## config.mk

```make
export PLATFORM = sky130hd
export DESIGN_NAME = iseb_top
export DESIGN_NICKNAME = d
export VERILOG_FILES = /design/src/hdl/iseb_pkg.sv /design/src/hdl/iseb_enable_store.sv /design/src/hdl/iseb_top.sv
export VERILOG_INCLUDE_DIRS = /design/src /design/src/hdl
export SDC_FILE = /design/constraint.sdc
export NUM_CORES = 1
export LEC_CHECK = 0
export BUFFER_PORTS_ARGS = -buffer_cell sky130_fd_sc_hd__clkbuf_2
export CORE_UTILIZATION = 51
export DETAILED_ROUTE_END_ITERATION = 10
export PLACE_DENSITY = 0.79
export REMOVE_ABC_BUFFERS = 1
export SKIP_LAST_GASP = 1
export SLEW_MARGIN = 10
export SYNTH_ARGS = -nofsm -noshare
export SYNTH_HDL_FRONTEND = slang
export SYNTH_SLANG_ARGS = --single-unit
```

## constraint.sdc

```tcl
create_clock -name core_clk_i -period 4.16 [get_ports core_clk_i]
set_input_delay 0.416 -clock core_clk_i [delete_from_list [all_inputs] [get_ports core_clk_i]]
set_output_delay 0.416 -clock core_clk_i [all_outputs]
set_load 0.005 [all_outputs]
```

## src/hdl/iseb_defs.svh

```systemverilog
// offsets, reset values and field constants for the interrupt set-enable bank
`ifndef ISEB_DEFS_SVH
`define ISEB_DEFS_SVH
`define ISEB_ADDR_W 8
`define ISEB_ENABLE_SET_OFF 8'h00
`define ISEB_ENABLE_RESET 32'h00000000
`define ISEB_IRQ_COUNT 32
`define ISEB_UNMAPPED_READ 32'h00000000
`endif

```

## src/hdl/iseb_pkg.sv

```systemverilog
// types shared by the interrupt set-enable bank
`default_nettype none
`include "iseb_defs.svh"
package iseb_pkg;
  // one register-port request, carried as a unit
  typedef struct packed {
    logic [`ISEB_ADDR_W-1:0] addr;
    logic [31:0] wdata;
    logic wr;
    logic rd;
  } iseb_req_t;
  // decode result of a register access
  typedef enum logic [1:0] {
    ISEB_ACC_IDLE,
    ISEB_ACC_SET,
    ISEB_ACC_OTHER
  } iseb_acc_t;
endpackage
`default_nettype wire

```

## src/hdl/iseb_enable_store.sv

```systemverilog
// storage bits for the per-interrupt enable state, set-only on write
`timescale 1ns/1ps
`default_nettype none
`include "iseb_defs.svh"
module iseb_enable_store
  import iseb_pkg::*;
(
  input wire logic core_clk_i,
  input wire logic rst_n_i,
  input wire logic set_en_i,
  input wire logic [31:0] set_mask_i,
  output logic [31:0] enable_o
);
  logic [31:0] enable_bits; // one flop per interrupt
  logic [31:0] next_enable_bits;

  // ones set a bit, zeros keep it; nothing here ever clears
  always_comb begin
    next_enable_bits = enable_bits;
    if (set_en_i) begin
      next_enable_bits = enable_bits | set_mask_i;
    end
  end

  // register stage, cleared at reset so all start disabled
  always_ff @(posedge core_clk_i or negedge rst_n_i) begin
    if (!rst_n_i) begin
      enable_bits <= `ISEB_ENABLE_RESET;
    end else begin
      enable_bits <= next_enable_bits;
    end
  end

  assign enable_o = enable_bits;
endmodule
`default_nettype wire

```

## src/hdl/iseb_top.sv

```systemverilog
// What this block does
// - one 32-bit enable-set field, bit per interrupt
// - register bit n controls interrupt n
// - writing one enables that interrupt, sticky
// - writing zero leaves enable unchanged
// - read returns current enable state of each
// - reset clears every enable bit
//
// Design decisions made here: the register addresses and the address-and-strobe port.
`timescale 1ns/1ps
`default_nettype none
`include "iseb_defs.svh"
module iseb_top
  import iseb_pkg::*;
(
  input wire logic core_clk_i,
  input wire logic rst_n_i,
  input wire logic [`ISEB_ADDR_W-1:0] reg_addr_i,
  input wire logic [31:0] reg_wdata_i,
  input wire logic reg_wr_i,
  input wire logic reg_rd_i,
  output logic [31:0] reg_rdata_o,
  output logic [`ISEB_IRQ_COUNT-1:0] irq_enable_o
);
  logic rst_sync_a; // first reset stage, read only by second
  logic rst_sync_b; // released reset used everywhere else
  iseb_req_t req; // bundled request from the port
  iseb_acc_t acc; // decoded access kind
  logic [31:0] enable_bits; // stored enables
  logic [31:0] rdata;
  logic [31:0] next_rdata;
  logic [31:0] irq_enable;
  logic [31:0] next_irq_enable;

  // decode one address against the single mapped offset
  function automatic iseb_acc_t iseb_decode(input logic [`ISEB_ADDR_W-1:0] a, input logic strobe);
    iseb_acc_t k;
    k = ISEB_ACC_IDLE;
    if (strobe) begin
      k = (a == `ISEB_ENABLE_SET_OFF) ? ISEB_ACC_SET : ISEB_ACC_OTHER;
    end
    return k;
  endfunction

  // reset release through two flops, assert stays asynchronous
  always_ff @(posedge core_clk_i or negedge rst_n_i) begin
    if (!rst_n_i) begin
      rst_sync_a <= 1'b0;
      rst_sync_b <= 1'b0;
    end else begin
      rst_sync_a <= 1'b1;
      rst_sync_b <= rst_sync_a;
    end
  end

  assign req = '{addr: reg_addr_i, wdata: reg_wdata_i, wr: reg_wr_i, rd: reg_rd_i};
  assign acc = iseb_decode(req.addr, req.wr | req.rd);

  // enable storage; writes to other offsets are dropped
  iseb_enable_store u_store (
    .core_clk_i(core_clk_i),
    .rst_n_i(rst_sync_b),
    .set_en_i(req.wr && (acc == ISEB_ACC_SET)),
    .set_mask_i(req.wdata),
    .enable_o(enable_bits)
  );

  // read data and enable outputs, both registered
  always_comb begin
    next_rdata = rdata;
    next_irq_enable = enable_bits;
    if (req.rd) begin
      case (acc)
        ISEB_ACC_SET: begin
          next_rdata = enable_bits;
        end
        ISEB_ACC_OTHER: begin
          next_rdata = `ISEB_UNMAPPED_READ; // unmapped reads as zero
        end
        default: begin
          next_rdata = `ISEB_UNMAPPED_READ;
        end
      endcase
    end else begin
      next_rdata = `ISEB_UNMAPPED_READ; // data valid only the cycle after read
    end
  end

  // output flops; irq enable lags storage by one cycle
  always_ff @(posedge core_clk_i or negedge rst_sync_b) begin
    if (!rst_sync_b) begin
      rdata <= `ISEB_ENABLE_RESET;
      irq_enable <= `ISEB_ENABLE_RESET;
    end else begin
      rdata <= next_rdata;
      irq_enable <= next_irq_enable;
    end
  end

  assign reg_rdata_o = rdata;
  assign irq_enable_o = irq_enable;
endmodule
`default_nettype wire

```

== Word-level counts from Yosys, hierarchy flattened ==
Cells that the tools add are included.

* Word-level logic and storage cells: 14
* Output and inout bits: 64
* Input bits: 44
* Register bits: 98

* Bitwise logic cells: 2
* Equal/unequal tests: 1
* Reductions and logical operators: 2
* Mux-type cells: 4

{| class="wikitable"
|+ Operators with widths
! operator !! number
|-
| $mux W32 || 2
|-
| $or A32 B32 Y32 || 1
|-
| $logic_not A8 Y1 || 1
|-
| $mux W2 || 2
|-
| $eq A2 B1 Y1 const B || 1
|-
| $logic_and A1 B1 Y1 || 1
|-
| $or A1 B1 Y1 || 1
|}

== Logic depth before layout (Yosys ltp) ==
* Depth in word-level cells: 6
* Mapped depth: 4
* Depth with buffers taken out: 2

== Hierarchy ==
From an unflattened synthesis, not the netlist that was laid out.

* Cell total of the unflattened synthesis: 213
* Area, all modules: 3318.2 sq um

{| class="wikitable"
|+ Modules (own cells, without submodules)
! module !! area an instance (sq um) !! seq. area each (sq um) !! cells each !! times used
|-
| iseb_top || 2240.9 || 1651.6 || 146 || 1
|-
| iseb_enable_store || 1077.3 || 800.8 || 67 || 1
|}

== Least setup slack after synthesis ==
No wires, ideal clock.

* Path kind: input to register
* Start: in reg_addr_i[5]
* End: reg u_store.enable_bits[10] (netlist: u_store.enable_o[10])
* Required time: 4.068 ns
* Stages: 4
* Buffers on the path: 2
* Arrival: 1.447 ns
* Slack: 2.621 ns
* Cells stage by stage: or4_4 -> buf_6 -> buf_12 -> o31ai_2

* Longest elaborated chain between the ends: 5

{| class="wikitable"
|+ Ends and longest elaborated chain
! what !! line !! source
|-
| start, declared || iseb_top.sv:18 || <nowiki>input wire logic [`ISEB_ADDR_W-1:0] reg_addr_i,</nowiki>
|-
| $logic_not A8 Y1 (no source line) || -- ||
|-
| $mux W2 || iseb_top.sv:40 || <nowiki>k = (a == `ISEB_ENABLE_SET_OFF) ? ISEB_ACC_SET : ISEB_ACC_OTHER;</nowiki>
|-
| $mux W2 || iseb_top.sv:39 || <nowiki>if (strobe) begin</nowiki>
|-
| $eq A2 B1 Y1 || iseb_top.sv:63 || <nowiki>.set_en_i(req.wr && (acc == ISEB_ACC_SET)),</nowiki>
|-
| $logic_and A1 B1 Y1 || iseb_top.sv:63 ||
|-
| end signal, assigned || iseb_enable_store.sv:28 || <nowiki>enable_bits <= `ISEB_ENABLE_RESET;</nowiki>
|-
| end signal, assigned || iseb_enable_store.sv:30 || <nowiki>enable_bits <= next_enable_bits;</nowiki>
|-
| end, declared || iseb_enable_store.sv:14 || <nowiki>logic [31:0] enable_bits;</nowiki>
|}

Every way passes these cells.
A chain may end at the register's enable or synchronous reset.

== Worst setup path after layout ==
* Start: in reg_addr_i[5]
* End: reg u_store.enable_bits[0] (netlist: u_store.enable_o[0])

The elaborated chain is that of the path after synthesis.

==> key figures <==
GRT
  – Tot GR Track Use: 0.189
  – Largest net degree at the start of global routing: 65
  – Vias in the first global route: 2191
  – Initial antenna violation count: 0
  – Total grt overflow: 0
  – First-pass GRT wire length: 10.7 mm

Synthesis
  – Mean Syn Cell Area: 14.9 um2
  – Yosys warning total: 0
  – Cell Area, Synth: 3720 um2
  – Dominant cells by area after synthesis: dfrtp_1, nor4_2, o31ai_2
  – Synth Instances: 250
  – Top post-synthesis cells by count: dfrtp_1, inv_1, nand2_1, nor4_2, o31ai_2
  – FF+latch count, synth: 98
  – Synth top area share: 0.660
  – Post-synth top area cell: dfrtp_1
  – Post-synth EDFFs: 0
  – Asr flop ratio synth: 1.00
  – Seq/Total Area, Yosys: 0.660
  – Top-count cell post-synth: dfrtp_1
  – Synth cell types: 16
  – Dominant synthesized flop cell: dfrtp_1

Setup path
  – CP bufs+invs: 1
  – Top Family by Delay on Critical Path: simple AND/OR/NAND/NOR gates
  – Crit-path slowest cell: or4_4
  – Critical path, cell by cell: clkbuf_2 -> or4_4 -> o31ai_1
  – Reg2reg setup slack: 2.80 ns
  – Reg2Reg Launch Point: rst_sync_b
  – Crit. End Element: flip-flop
  – CP max stage delay: 0.94 ns
  – WP data arrival: roughly 1.9 ns
  – Reg2Reg Depth: 1
  – Worst Path Required: 4.40 ns
  – Reg2Reg Capture Point: reg_rdata_o[18]
  – Critical path launch point type: input pin
  – Critical path type: in -> reg
  – Crit-path max FO: 64

Place
  – Placed Cells: 434
  – GPL Wtd Cong: 0.692
  – HPWL Detailed: around 4.0 mm
  – Buffers on Ports: 107

Clock network
  – Post-CTS Resized: 0
  – Cts bufs inserted: 9
  – Skew-Pair Late Insertion Delay: 0.34 ns
  – CTS max path bufs: 2
  – Post-CTS Repair Setup Buffers: 0
  – Clk pin slew, worst setup/hold paths: 0.09 ns
  – CTS Sinks: 98
  – CTS tree: built
  – CTS root buf: clkbuf_8
  – H-tree depth: 3

Die
  – Boundary Pins: 108
  – Die height: 87.4 um
  – Initial Util: 0.538
  – Die Wd: a little under 90 um
  – Core area: just under 7000 um2
  – Die area: 7630 um2
  – Site Rows: 30

Route
  – Via-to-Cell Ratio: 4.95
  – Residual DRC: 0
  – DRT iter0 DRCs: 112
  – Antenna Violating Nets Remaining: 0
  – Final wirelength: ~6.7 mm
  – Routed via count: 2232
  – Pre-Repair DR Iteration Count: 4
  – Wire per inst: about 15 um

Timing
  – Max_slew headroom: 0.255
  – Slew at the pin closest to its max-slew limit: ~1.1 ns
  – Fin Setup TNS: 0 ns
  – Min Tclk post-route: 1.66 ns
  – Final Cycle Share: 0.400
  – Fin. Hold Viols: 0
  – RSZ-0062 raised after global routing: false
  – Setup Viol. Count Final: 0
  – Worst Clk Skew: 0.0109 ns
  – Max Transition Viols Final: 0
  – Fmax: between 600 and 700 MHz

Run status
  – Status: finished clean

Pwr
  – Switch share: 0.231
  – Seq pwr share: 0.603
  – P_leak: 2.03 nW
  – Internal power: 0.00123 W
  – Pwr per Cell Area: 363 nW/um2
  – Net Switching: approximately 0.00037 W
  – Combinational power share: 0.045
  – Power share of the clock group: 0.352
  – Peak supply drop: 0.158 mV

Final layout
  – ANT cells: 0
  – Area grow syn2layout: 18.4%
  – Share of post-route cells with drive strength above 1: 0.524
  – Final nets: 394
  – Final Non-Filler Cells: 451

Job
  – Max Cap Violations: 0

Worst hold path
  – Hold path depth: 3
  – Hold/Removal Path Class: in -> reg
  – Worst Hold End: u_store.enable_o[9]
  – Min-delay src: reg_wdata_i[9]
power by group through the flow:
stage	clock network, W	logic (W)	registers [W]
floorplan	0	0.0000296	0.000986
global placement	0	0.0000701	0.000983
detailed placement	0	0.0000716	0.000984
CTS	0.000574	0.0000726	0.000965
global route	0.000614	0.0000789	0.000966
finish	0.000562	0.0000711	0.000964
placed cells by master, fill, tap and decap left out:
cell type	instances
inv_2	1
buf_4	1
dfrtp_4	1
o31ai_2	25
clkinvlp_4	1
clkbuf_8	11
or4_4	2
clkbuf_2	107
o31ai_1	4
dlygate4sd3_1	1
dfrtp_1	97
clkbuf_1	2
nor4_2	31
clkinv_4	2
nor4_4	1
inv_1	32
nand2_1	32
o31ai_4	3
conb_1	1
area by class of cell:
cell class | instances | area (um2)
clock buffer | 13 | 159
clock inverter | 3 | 25.0
fill | 576 | 2510
inverter | 33 | 124
multi-input combinational | 99 | 962
sequential | 98 | 2460
tap | 96 | 120
timing repair buffer | 109 | 553
routing by layer:
| metal | vias to the layer above | share of wire | GRT usage | wire length [um] |
|---|---|---|---|---|
| li1 | 1041 | - | - | - |
| met4 | 0 | 0.015 | 0.0730 | 100 |
| met5 | - | 0 | 0 | 0 |
| met1 | 1106 | 0.45 | 0.259 | 3030 |
| met3 | 11 | 0.051 | 0.0389 | 339 |
| met2 | 74 | 0.48 | 0.296 | 3210 |
sequential cells by signal, summed over array words and instances, names as in the netlist:
signal and flops:
rst_sync_b 1, u_store.enable_o 32, reg_rdata_o 32, rst_sync_a 1
irq_enable_o 32
stage by stage:
| step | util | power [W] | cell area [um2] | setup slack, ns | hold WS (ns) |
|---|---|---|---|---|---|
| final | 0.637 | 0.00160 | 4400 | 2.50 | 0.284 |
| after global routing | 0.637 | 0.00166 | 4400 | 2.42 | 0.281 |
| after CTS | 0.637 | 0.00161 | 4400 | 2.50 | 0.273 |
| after detailed placement | 0.609 | 0.00106 | 4210 | 2.13 | 0.203 |
| after global placement | 0.609 | 0.00105 | 4210 | 2.22 | 0.202 |
| after floorplan | - | 0.00102 | 3530 | 1.23 | 0.120 |
tightest hold or removal path, stage by stage:
cell and delay [ns]:
clkbuf_2 0.08, nand2_1 0.06, o31ai_2 0.05
worst max path at each step:
stage                       start                  end  cells past startpoint
floorplan              rst_sync_b      irq_enable_o[0]                      0
global placement    reg_addr_i[1]  u_store.enable_o[1]                      3
detailed placement  reg_addr_i[1]  u_store.enable_o[0]                      3
CTS                 reg_addr_i[1]  u_store.enable_o[0]                      3
global route        reg_addr_i[1]  u_store.enable_o[2]                      3
finish              reg_addr_i[5]  u_store.enable_o[0]                      3
cells by family after synthesis:
| kind of cell | synth area share |
|---|---|
| DFF | 0.660 |
| and+or+nand+nor | 0.147 |
| buffers and inverters | 0.0822 |
| AOI/OAI and AO/OA | 0.109 |
| other | 0.00101 |
timing repair:
action,CTS,global route
hold buffers,1,0
setup endpoints to repair,0,0
endpoints found under the hold margin,2,0
Note: power is estimated with default switching activity, not from simulation.
